[src/common/vla_pkg.sv]
// constants and types shared by the video level adjust and line type block
// assumes the two-wire control bus and the line-locked clock come from outside
//
// Contract
// - luminance out is Int(contrast/68 * (y - 128)) plus brightness
// - colour difference out is Int(saturation/64 * (c - 128)) plus 128
// - raw out is Int(raw gain/64 * (sample - 128)) plus raw offset
// - every result is clamped to the range 1 to 254
// - contrast resets to 44h, brightness 80h, saturation 40h, eight bits each
// - raw gain resets to 64, raw offset to 128, eight bits each
// - line indices 2 to 23 each carry their own data type
// - index 24 data type applies to all remaining lines of the field
// - upper nibble serves the odd field, lower nibble the even field
// - line to index mapping shifted by nine-bit offset and field offset bit
// - codes 6 and 15 give component 4:2:2, all other codes give raw
// - raw and blanking indicators decode from the current line's data type
// - pseudo sync detection shows as a flag in status byte 1Fh
package vla_pkg;
    localparam int DATA_W = 8;
    localparam int FIFO_DEPTH = 32;

    localparam logic [7:0] OFF_STATUS = 8'h1f;
    localparam logic [7:0] OFF_LINE_FIRST = 8'h41;
    localparam logic [7:0] OFF_LINE_LAST = 8'h57;
    localparam logic [7:0] OFF_VERTICAL_LINE_OFFSET_LOW = 8'h5a;
    localparam logic [7:0] OFF_VERTICAL_LINE_OFFSET_HIGH = 8'h5b;
    localparam logic [7:0] OFF_BRIGHT = 8'h20;
    localparam logic [7:0] OFF_CONTRAST = 8'h21;
    localparam logic [7:0] OFF_SAT = 8'h22;
    localparam logic [7:0] OFF_RAW_GAIN = 8'h23;
    localparam logic [7:0] OFF_RAW_OFFSET = 8'h24;

    localparam logic [7:0] RST_CONTRAST = 8'h44;
    localparam logic [7:0] RST_BRIGHT = 8'h80;
    localparam logic [7:0] RST_SAT = 8'h40;
    localparam logic [7:0] RST_RAW_GAIN = 8'h40;
    localparam logic [7:0] RST_RAW_OFFSET = 8'h80;
    localparam logic [7:0] RST_LINE_TYPE = 8'hff;
    localparam logic [7:0] RST_VERTICAL_LINE_OFFSET_LOW = 8'h03;
    localparam logic [7:0] RST_VERTICAL_LINE_OFFSET_HIGH = 8'h00;

    localparam int FIELD_OFFSET_BIT_BIT = 7;
    localparam int VOFF8_BIT = 4;
    localparam int COPY_FLAG_BIT = 6;
    localparam int FIELD_ODD_BIT = 0;

    localparam int LINE_IDX_FIRST = 2;
    localparam int LINE_IDX_LAST = 23;
    localparam int LINE_IDX_REST = 24;
    localparam logic [9:0] LINE_CNT_START = 10'h000;
    localparam logic [9:0] LINE_CNT_MAX = 10'h3ff;

    localparam logic [3:0] TYPE_COMP_BLANK = 4'h6;
    localparam logic [3:0] TYPE_COMP_ACTIVE = 4'hf;

    localparam logic signed [18:0] DIV_LUMA = 19'sh00044;
    localparam logic signed [18:0] DIV_CHROMA = 19'sh00040;
    localparam logic signed [18:0] DIV_RAW = 19'sh00040;
    localparam logic [7:0] MID_LEVEL = 8'h80;
    localparam logic [7:0] CLIP_MIN = 8'h01;
    localparam logic [7:0] CLIP_MAX = 8'hfe;

    localparam logic [6:0] DEF_BUS_ADDR = 7'h21;

    typedef enum logic [1:0] {KIND_LUMA, KIND_CHROMA, KIND_RAW} vla_kind_type;
    typedef enum logic [2:0] {BUS_IDLE, BUS_ADDR, BUS_SUB, BUS_WRITE, BUS_READ} vla_bus_state_type;
endpackage : vla_pkg

[src/common/vla_stream_if.sv]
// valid/ready sample stream between the block's own modules
// assumes one clock for both ends
`timescale 1ns/100ps
`default_nettype none
interface vla_stream_if #(parameter int WIDTH = 8);
    logic [WIDTH-1:0] data;
    logic valid;
    logic ready;
    modport src (output data, output valid, input ready);
    modport snk (input data, input valid, output ready);
endinterface : vla_stream_if
`default_nettype wire

[src/verilog/vla_top.sv]
// level adjust and per-line data type control with two-wire register access
// assumes scl/sda and all video inputs are synchronous to ref_clk
`timescale 1ns/100ps
`default_nettype none
module vla_top #(
    parameter logic [6:0] DEV_ADDR = vla_pkg::DEF_BUS_ADDR
) (
    input wire logic ref_clk,
    input wire logic rst,
    input wire logic scl_in,
    input wire logic sda_in,
    output logic sda_out,
    output logic sda_oe,
    input wire logic field_start,
    input wire logic line_start,
    input wire logic field_odd_in,
    input wire logic pseudo_sync_detect,
    input wire logic in_valid,
    output logic in_ready,
    input wire logic [vla_pkg::DATA_W-1:0] in_data,
    input wire logic in_is_chroma,
    output logic out_valid,
    input wire logic out_ready,
    output logic [vla_pkg::DATA_W-1:0] out_data,
    output logic raw_data_indicator,
    output logic blanking_data_indicator
);
    import vla_pkg::*;

    logic [7:0] contrast_setting;
    logic [7:0] brightness_setting;
    logic [7:0] saturation_setting;
    logic [7:0] raw_gain_setting;
    logic [7:0] raw_offset_setting;
    logic [7:0] line_type_index [LINE_IDX_FIRST:LINE_IDX_REST];
    logic [7:0] vertical_offset_low;
    logic [7:0] vertical_offset_high_field_offset;
    logic copy_protect_flag;

    vla_bus_state_type bus_state;
    logic scl_q;
    logic sda_q;
    logic [2:0] bit_cnt;
    logic seen_rise;
    logic ack_phase;
    logic [7:0] shift;
    logic [7:0] sub_addr;
    logic wr_en;
    logic [7:0] wr_addr;
    logic [7:0] wr_data;
    logic [7:0] rd_data;
    logic start_cond;
    logic stop_cond;
    logic scl_rise;
    logic scl_fall;
    logic byte_done;

    logic [9:0] line_cnt;
    logic field_is_odd;
    logic [8:0] vertical_line_offset;
    logic field_offset_bit;
    logic [3:0] line_kind;
    logic comp_line;

    vla_kind_type sample_kind;
    logic calc_valid;
    logic [7:0] calc_data;

    vla_stream_if #(.WIDTH(DATA_W)) fill_bus ();
    vla_stream_if #(.WIDTH(DATA_W)) drain_bus ();

    // two-wire bus framing
    assign start_cond = scl_in && scl_q && sda_q && !sda_in;
    assign stop_cond = scl_in && scl_q && !sda_q && sda_in;
    assign scl_rise = scl_in && !scl_q;
    assign scl_fall = !scl_in && scl_q;
    assign byte_done = seen_rise && (bit_cnt == 3'd0);

    always_ff @(posedge ref_clk) begin
        if (rst) begin
            scl_q <= 1'b1;
            sda_q <= 1'b1;
        end else begin
            scl_q <= scl_in;
            sda_q <= sda_in;
        end
    end

    // open drain: the pin is only ever pulled low
    always_ff @(posedge ref_clk) begin
        if (rst) begin
            sda_out <= 1'b0;
        end else begin
            sda_out <= 1'b0;
        end
    end

    function automatic logic [7:0] read_reg(input logic [7:0] addr);
        logic [7:0] val;
        val = 8'h00;
        if (addr >= OFF_LINE_FIRST && addr <= OFF_LINE_LAST) begin
            val = line_type_index[5'(addr - OFF_LINE_FIRST) + 5'(LINE_IDX_FIRST)];
        end else begin
            unique case (addr)
                OFF_STATUS: begin
                    val[COPY_FLAG_BIT] = copy_protect_flag;
                    val[FIELD_ODD_BIT] = field_is_odd;
                end
                OFF_VERTICAL_LINE_OFFSET_LOW: val = vertical_offset_low;
                OFF_VERTICAL_LINE_OFFSET_HIGH: val = vertical_offset_high_field_offset;
                OFF_BRIGHT: val = brightness_setting;
                OFF_CONTRAST: val = contrast_setting;
                OFF_SAT: val = saturation_setting;
                OFF_RAW_GAIN: val = raw_gain_setting;
                OFF_RAW_OFFSET: val = raw_offset_setting;
                default: val = 8'h00;
            endcase
        end
        return val;
    endfunction : read_reg

    always_comb begin
        rd_data = read_reg(sub_addr);
    end

    always_ff @(posedge ref_clk) begin
        if (rst) begin
            bus_state <= BUS_IDLE;
            bit_cnt <= 3'd0;
            seen_rise <= 1'b0;
            ack_phase <= 1'b0;
            shift <= 8'h00;
            sub_addr <= 8'h00;
            sda_oe <= 1'b0;
            wr_en <= 1'b0;
            wr_addr <= 8'h00;
            wr_data <= 8'h00;
        end else begin
            wr_en <= 1'b0;
            if (start_cond) begin
                bus_state <= BUS_ADDR;
                bit_cnt <= 3'd0;
                seen_rise <= 1'b0;
                ack_phase <= 1'b0;
                sda_oe <= 1'b0;
            end else if (stop_cond) begin
                bus_state <= BUS_IDLE;
                sda_oe <= 1'b0;
                ack_phase <= 1'b0;
            end else if (bus_state != BUS_IDLE && scl_rise) begin
                if (ack_phase) begin
                    // a master nack ends a read burst
                    if (bus_state == BUS_READ && sda_in) begin
                        bus_state <= BUS_IDLE;
                    end
                end else begin
                    bit_cnt <= bit_cnt + 3'd1;
                    seen_rise <= 1'b1;
                    if (bus_state != BUS_READ) begin
                        shift <= {shift[6:0], sda_in};
                    end
                end
            end else if (bus_state != BUS_IDLE && scl_fall) begin
                if (ack_phase) begin
                    ack_phase <= 1'b0;
                    sda_oe <= 1'b0;
                    if (bus_state == BUS_ADDR) begin
                        bus_state <= shift[0] ? BUS_READ : BUS_SUB;
                    end else if (bus_state == BUS_SUB) begin
                        bus_state <= BUS_WRITE;
                    end
                    if (bus_state == BUS_READ || (bus_state == BUS_ADDR && shift[0])) begin
                        sda_oe <= !rd_data[7];
                        shift <= {rd_data[6:0], 1'b0};
                        sub_addr <= sub_addr + 8'h01;
                    end
                end else if (byte_done) begin
                    seen_rise <= 1'b0;
                    ack_phase <= 1'b1;
                    unique case (bus_state)
                        BUS_ADDR: begin
                            if (shift[7:1] == DEV_ADDR) begin
                                sda_oe <= 1'b1;
                            end else begin
                                bus_state <= BUS_IDLE;
                                ack_phase <= 1'b0;
                            end
                        end
                        BUS_SUB: begin
                            sub_addr <= shift;
                            sda_oe <= 1'b1;
                        end
                        BUS_WRITE: begin
                            wr_en <= 1'b1;
                            wr_addr <= sub_addr;
                            wr_data <= shift;
                            sub_addr <= sub_addr + 8'h01;
                            sda_oe <= 1'b1;
                        end
                        BUS_READ: sda_oe <= 1'b0;
                        default: bus_state <= BUS_IDLE;
                    endcase
                end else if (bus_state == BUS_READ && seen_rise) begin
                    sda_oe <= !shift[7];
                    shift <= {shift[6:0], 1'b0};
                end
            end
        end
    end

    // register file
    always_ff @(posedge ref_clk) begin
        if (rst) begin
            contrast_setting <= RST_CONTRAST;
            brightness_setting <= RST_BRIGHT;
            saturation_setting <= RST_SAT;
            raw_gain_setting <= RST_RAW_GAIN;
            raw_offset_setting <= RST_RAW_OFFSET;
            vertical_offset_low <= RST_VERTICAL_LINE_OFFSET_LOW;
            vertical_offset_high_field_offset <= RST_VERTICAL_LINE_OFFSET_HIGH;
        end else if (wr_en) begin
            unique case (wr_addr)
                OFF_CONTRAST: contrast_setting <= wr_data;
                OFF_BRIGHT: brightness_setting <= wr_data;
                OFF_SAT: saturation_setting <= wr_data;
                OFF_RAW_GAIN: raw_gain_setting <= wr_data;
                OFF_RAW_OFFSET: raw_offset_setting <= wr_data;
                OFF_VERTICAL_LINE_OFFSET_LOW: vertical_offset_low <= wr_data;
                OFF_VERTICAL_LINE_OFFSET_HIGH: vertical_offset_high_field_offset <= wr_data;
                default: ;
            endcase
        end
    end

    always_ff @(posedge ref_clk) begin
        if (rst) begin
            for (int i = LINE_IDX_FIRST; i <= LINE_IDX_REST; i++) begin
                line_type_index[i] <= RST_LINE_TYPE;
            end
        end else if (wr_en && wr_addr >= OFF_LINE_FIRST && wr_addr <= OFF_LINE_LAST) begin
            line_type_index[5'(wr_addr - OFF_LINE_FIRST) + 5'(LINE_IDX_FIRST)] <= wr_data;
        end
    end

    always_ff @(posedge ref_clk) begin
        if (rst) begin
            copy_protect_flag <= 1'b0;
        end else begin
            copy_protect_flag <= pseudo_sync_detect;
        end
    end

    assign vertical_line_offset = {vertical_offset_high_field_offset[VOFF8_BIT],
                                   vertical_offset_low};
    assign field_offset_bit = vertical_offset_high_field_offset[FIELD_OFFSET_BIT_BIT];

    always_ff @(posedge ref_clk) begin
        if (rst) begin
            line_cnt <= LINE_CNT_START;
            field_is_odd <= 1'b1;
        end else if (field_start) begin
            line_cnt <= LINE_CNT_START;
            field_is_odd <= field_odd_in ^ field_offset_bit;
        end else if (line_start && line_cnt != LINE_CNT_MAX) begin
            line_cnt <= line_cnt + 10'd1;
        end
    end

    always_comb begin
        logic signed [10:0] idx;
        logic [7:0] entry;
        entry = line_type_index[LINE_IDX_REST];
        idx = $signed({1'b0, line_cnt}) - $signed({2'b00, vertical_line_offset});
        if (idx >= 11'sd2 && idx <= 11'sd23) begin
            entry = line_type_index[5'(idx)];
        end
        line_kind = field_is_odd ? entry[7:4] : entry[3:0];
        comp_line = (line_kind == TYPE_COMP_BLANK) || (line_kind == TYPE_COMP_ACTIVE);
    end

    always_ff @(posedge ref_clk) begin
        if (rst) begin
            raw_data_indicator <= 1'b0;
            blanking_data_indicator <= 1'b0;
        end else begin
            raw_data_indicator <= !comp_line;
            blanking_data_indicator <= (line_kind != TYPE_COMP_ACTIVE);
        end
    end

    always_comb begin
        if (!comp_line) begin
            sample_kind = KIND_RAW;
        end else if (in_is_chroma) begin
            sample_kind = KIND_CHROMA;
        end else begin
            sample_kind = KIND_LUMA;
        end
    end

    // fifo ready keeps a spare slot, so the arithmetic stage never has to stall
    vla_level_calc u_calc (
        .ref_clk(ref_clk),
        .rst(rst),
        .in_valid(in_valid && in_ready),
        .in_data(in_data),
        .in_kind(sample_kind),
        .contrast_setting(contrast_setting),
        .brightness_setting(brightness_setting),
        .saturation_setting(saturation_setting),
        .raw_gain_setting(raw_gain_setting),
        .raw_offset_setting(raw_offset_setting),
        .out_valid(calc_valid),
        .out_data(calc_data)
    );

    assign fill_bus.valid = calc_valid;
    assign fill_bus.data = calc_data;
    assign in_ready = fill_bus.ready;
    assign drain_bus.ready = out_ready;
    assign out_valid = drain_bus.valid;
    assign out_data = drain_bus.data;

    vla_fifo #(.WIDTH(DATA_W), .DEPTH(FIFO_DEPTH)) u_fifo (
        .ref_clk(ref_clk),
        .rst(rst),
        .fill(fill_bus.snk),
        .drain(drain_bus.src)
    );
endmodule : vla_top
`default_nettype wire

[src/verilog/vla_level_calc.sv]
// one-stage level arithmetic for luminance, colour difference and raw samples
// assumes settings are stable registers; no stall, the consumer keeps room
`timescale 1ns/100ps
`default_nettype none
module vla_level_calc (
    input wire logic ref_clk,
    input wire logic rst,
    input wire logic in_valid,
    input wire logic [7:0] in_data,
    input wire vla_pkg::vla_kind_type in_kind,
    input wire logic [7:0] contrast_setting,
    input wire logic [7:0] brightness_setting,
    input wire logic [7:0] saturation_setting,
    input wire logic [7:0] raw_gain_setting,
    input wire logic [7:0] raw_offset_setting,
    output logic out_valid,
    output logic [7:0] out_data
);
    import vla_pkg::*;

    // 19-bit product and 20-bit sum cannot wrap for any 8-bit operands
    function automatic logic [7:0] adjust(input logic [7:0] gain, input logic [7:0] smp,
                                          input logic [7:0] offs,
                                          input logic signed [18:0] div);
        logic signed [9:0] diff;
        logic signed [18:0] prod;
        logic signed [18:0] quo;
        logic signed [19:0] sum;
        diff = $signed({2'b00, smp}) - $signed({2'b00, MID_LEVEL});
        prod = $signed({1'b0, gain}) * diff;
        // signed division truncates toward zero
        quo = prod / div;
        sum = 20'(quo) + $signed({12'h000, offs});
        if (sum < $signed({12'h000, CLIP_MIN})) begin
            adjust = CLIP_MIN;
        end else if (sum > $signed({12'h000, CLIP_MAX})) begin
            adjust = CLIP_MAX;
        end else begin
            adjust = sum[7:0];
        end
    endfunction : adjust

    always_ff @(posedge ref_clk) begin
        if (rst) begin
            out_valid <= 1'b0;
        end else begin
            out_valid <= in_valid;
        end
    end

    always_ff @(posedge ref_clk) begin
        if (rst) begin
            out_data <= 8'h00;
        end else if (in_valid) begin
            unique case (in_kind)
                KIND_LUMA: out_data <= adjust(contrast_setting, in_data, brightness_setting,
                                              DIV_LUMA);
                KIND_CHROMA: out_data <= adjust(saturation_setting, in_data, MID_LEVEL,
                                                DIV_CHROMA);
                KIND_RAW: out_data <= adjust(raw_gain_setting, in_data, raw_offset_setting,
                                             DIV_RAW);
                default: out_data <= CLIP_MIN;
            endcase
        end
    end
endmodule : vla_level_calc
`default_nettype wire

[src/verilog/vla_fifo.sv]
// sample FIFO with registered output and registered fill-side ready
// assumes DEPTH is a power of two; ready keeps one spare slot for a pipeline stage
`timescale 1ns/100ps
`default_nettype none
module vla_fifo #(
    parameter int WIDTH = 8,
    parameter int DEPTH = 32
) (
    input wire logic ref_clk,
    input wire logic rst,
    vla_stream_if.snk fill,
    vla_stream_if.src drain
);
    localparam int AW = $clog2(DEPTH);
    localparam logic [AW:0] DEPTH_C = (AW + 1)'(DEPTH);
    localparam logic [AW:0] READY_MAX = (AW + 1)'(DEPTH - 2);

    logic [WIDTH-1:0] mem [DEPTH];
    logic [AW-1:0] wr_ptr;
    logic [AW-1:0] rd_ptr;
    logic [AW:0] count;
    logic [AW:0] next_count;
    logic do_write;
    logic do_read;

    // full is honest: a write into a full store is dropped, never overwrites
    assign do_write = fill.valid && (count != DEPTH_C);
    assign do_read = (count != '0) && (!drain.valid || drain.ready);
    assign next_count = count + {{AW{1'b0}}, do_write} - {{AW{1'b0}}, do_read};

    always_ff @(posedge ref_clk) begin
        if (rst) begin
            count <= '0;
            wr_ptr <= '0;
            rd_ptr <= '0;
        end else begin
            count <= next_count;
            if (do_write) begin
                wr_ptr <= wr_ptr + 1'b1;
            end
            if (do_read) begin
                rd_ptr <= rd_ptr + 1'b1;
            end
        end
    end

    always_ff @(posedge ref_clk) begin
        if (do_write) begin
            mem[wr_ptr] <= fill.data;
        end
    end

    always_ff @(posedge ref_clk) begin
        if (rst) begin
            fill.ready <= 1'b1;
        end else begin
            fill.ready <= (next_count <= READY_MAX);
        end
    end

    always_ff @(posedge ref_clk) begin
        if (rst) begin
            drain.valid <= 1'b0;
            drain.data <= '0;
        end else if (do_read) begin
            drain.valid <= 1'b1;
            drain.data <= mem[rd_ptr];
        end else if (drain.ready) begin
            drain.valid <= 1'b0;
        end
    end
endmodule : vla_fifo
`default_nettype wire

[config.mk]
export PLATFORM = sky130hd
export DESIGN_NAME = vla_top
export DESIGN_NICKNAME = d
export VERILOG_FILES = /design/src/common/vla_pkg.sv /design/src/common/vla_stream_if.sv /design/src/verilog/vla_top.sv /design/src/verilog/vla_level_calc.sv /design/src/verilog/vla_fifo.sv
export SDC_FILE = /design/constraint.sdc
export NUM_CORES = 2
export LEC_CHECK = 0
export ABC_AREA = 0
export BUFFER_PORTS_ARGS = -buffer_cell sky130_fd_sc_hd__clkbuf_2
export CORE_MARGIN = 2
export CORE_UTILIZATION = 65
export CTS_CLUSTER_SIZE = 24
export DETAILED_ROUTE_END_ITERATION = 8
export HOLD_SLACK_MARGIN = 0.15
export PLACE_DENSITY = 0.81
export REMOVE_ABC_BUFFERS = 1
export SLEW_MARGIN = 10
export SYNTH_ARGS = -nofsm -noshare
export SYNTH_HDL_FRONTEND = slang
export SYNTH_SLANG_ARGS = --single-unit
[constraint.sdc]
create_clock -name ref_clk -period 17.4 [get_ports ref_clk]
set_input_delay 0.87 -clock ref_clk [delete_from_list [all_inputs] [get_ports ref_clk]]
set_output_delay 0.87 -clock ref_clk [all_outputs]
set_load 0.02 [all_outputs]
==> results.cfg <==
[outcome]
status = complete, no violations

[global_route]
antenna_found_initial = 3
grt_max_degree = 71
grt_pass1_vias = 29940
overflow = 0
grt_usage = 0.3154
grt_first_pass_wirelength_mm = 165.5

[critical_path]
ff2ff_path_depth = 52
r2r-end = u_calc.out_data[2]
critPathMaxStageDelay_ns = 0.84
slowest_stage = o41ai_1
reg2reg_from = contrast_setting[0]
endpoint = u_calc.out_data[2]
required_ns = 17.86
cpMostUsedCell = fa_1
cp_max_fo = 16
setup.worst_path.end_class = register
ff2ff_setup_slack_ns = 1.96
path_class = register to register
cp-start-kind = register
critPathLaunch = contrast_setting[0]
cp.arrival_ns = 15.89

[sta]
period_share = 0.8872
hold_viol = 0
rsz0062_at_grt = no
worst-slew-pin-transition_ns = 1.196
slew_violations = 0
finalSetupViolCount = 0
finalSetupTns_ns = 0
hold_slack_ns = 0.4789
fmax_mhz = 64.78
setup_slack_ns = 1.963
maxSlewHeadroom = 0.1924
clock_skew_ns = 0.01893
period_minus_slack_ns = 15.44

[cells_and_area]
fin_cells = 4566
drive_above_1_share = 0.1312
area_delta_synth_final_pct = 7.387
fillers = 4417
finalNetCount = 4026
insertedDiodeCount = 0
multiInputGateArea_um2 = 22280
seqCellArea_um2 = 18370

[synthesis]
ys_types = 121
synthCells = 3667
ys.flop_type = edfxtp_1
synthTopCellsByArea = edfxtp_1 37%, mux4_2 10%, dfxtp_1 7.1%
synth-edff-count = 512
yosysSeqAreaShare = 0.4365
netlist_area_um2 = 42060
ys_ff_latch = 661
ys_warn_count = 0
ys_top_cells_by_count = 512 x edfxtp_1, 335 x nand2_1, 233 x inv_1
async_flop_share = 0
synth_top_cell_by_area = edfxtp_1
synth.avg_cell_area_um2 = 11.47
yosysMostFrequentCell = edfxtp_1
synth_top_area_share = 0.3656

[hold_path]
min_path_cells = 2
hold_path_class = register to register

[drt]
routed_wirelength_mm = 104.1
drt_iter0_markers = 3200
vias_per_cell = 6.555
dr.pass1.iters = 6
ant_nets = 0
via_count = 29932
wl_per_cell_um = 22.79
drc = 0

[place]
placed_cells = 4453
hpwl_mm = 70.35
dp_slack_ns = 1.764
place.gp.congestion = 0.9113
io_buffers = 31

[floorplanning]
initial_core_util = 0.6548
dieArea_um2 = 66760
core_um2 = 64230
ios = 33
rows = 93
dieHeight_um = 258.4
die_w_um = 258.4

[clocking]
clockBufferDepth = 3
clkTransAtPathRegs_ns = 0.07
cts_num_sinks = 661
cts_max_level = 2
cts_tree = built
postCtsSetupRepairBufs = 0
cts-resized-gates = 0
numCtsBuffers = 60
cts_hold_buffers = 0
clock_latency_ns = 0.61
cts-root-buf = clkbuf_16

[job]
maxCapViolCount = 0

[power]
p_leak_nw = 16.61
irDropWorstVdd_mv = 0.2405
power.density_nw_per_um2 = 139.8
==> worst min path at each step <==
stage,start,endpoint,slack [ns]
after floorplan,wr_addr[5],wr_addr[5],0.43
after global placement,wr_addr[7],wr_addr[7],0.45
after detailed placement,wr_addr[5],wr_addr[5],0.46
after CTS,wr_addr[5],wr_addr[5],0.48
after global routing,pseudo_sync_detect,copy_protect_flag,0.49
final,wr_addr[5],wr_addr[5],0.48
==> metal layers <==
metal / GRT usage / share of wire
met5: 0 / 0.00037
met1: 0.4229 / 0.39
met4: 0.1071 / 0.036
met2: 0.5293 / 0.48
met3: 0.04939 / 0.086
==> per-stage QoR <==
step / cell area [um2] / util / total power [mW]
floorplan: 41440 / - / 4.242
global placement: 43200 / 0.6726 / 4.903
detailed placement: 43200 / 0.6726 / 4.924
CTS: 45160 / 0.7031 / 6.261
global route: 45160 / 0.7032 / 6.675
finish: 45160 / 0.7032 / 6.313
==> flip-flops by register name, summed over array words and instances (netlist names), 3 cells and up <==
name / cells
line_type_index: 256
u_fifo.mem: 256
line_cnt: 10
brightness_setting: 8
contrast_setting: 8
raw_gain_setting: 8
raw_offset_setting: 8
saturation_setting: 8
shift: 8
sub_addr: 8
u_calc.out_data: 8
u_fifo.drain.data: 8
vertical_offset_high_field_offset: 8
vertical_offset_low: 8
wr_addr: 8
wr_data: 8
u_fifo.count: 6
u_fifo.rd_ptr: 5
u_fifo.wr_ptr: 5
bit_cnt: 3
bus_state: 3
==> critical path, delay by kind of cell (launching register included) <==
family	cells	cell delay (ns)
buf+inv	4	0.21
flops	1	0.48
compound gates	26	6.82
fa+ha+maj	8	3.62
xor+xnor	1	0.21
mux	3	1.22
simple gates	10	2.67
==> kinds of logic after synthesis <==
| group | share of synthesized area |
|---|---|
| simple gates | 0.1437 |
| flops | 0.4365 |
| compound gates | 0.1002 |
| buf+inv | 0.04186 |
| fa+ha+maj | 0.1272 |
| mux | 0.1222 |
| xor+xnor | 0.02832 |
| other cells | 0.00008916 |
==> cells in the final DEF, fill, tap and decap left out, types with 39 or more instances in the layout <==
master,count
nor2_1,229
ha_1,212
o21ai_0,108
buf_4,61
and2_1,97
mux2i_1,75
fa_1,132
nand3_1,97
nand2_1,335
or3_1,183
a21oi_1,153
clkbuf_16,61
xor2_1,54
nor2b_1,39
mux4_2,192
conb_1,73
edfxtp_1,512
xnor2_1,65
inv_1,233
dfxtp_1,141
==> report_power, final <==
| group | internal (mW) | switching, mW |
|---|---|---|
| registers | 1.79 | 0.0792 |
| clock network | 0.735 | 0.598 |
| logic | 1.18 | 1.94 |
| total | 3.70 | 2.61 |
==> final cells by class <==
| cell class | count | share of cell area |
|---|---|---|
| timing repair buffer | 91 | 0.01346 |
| sequential | 661 | 0.4068 |
| inverter | 233 | 0.01936 |
| clock inverter | 45 | 0.008699 |
| multi-input combinational | 2613 | 0.4934 |
| tap | 855 | 0.02369 |
| clock buffer | 68 | 0.03460 |
Power figures use the tool's default switching activity.
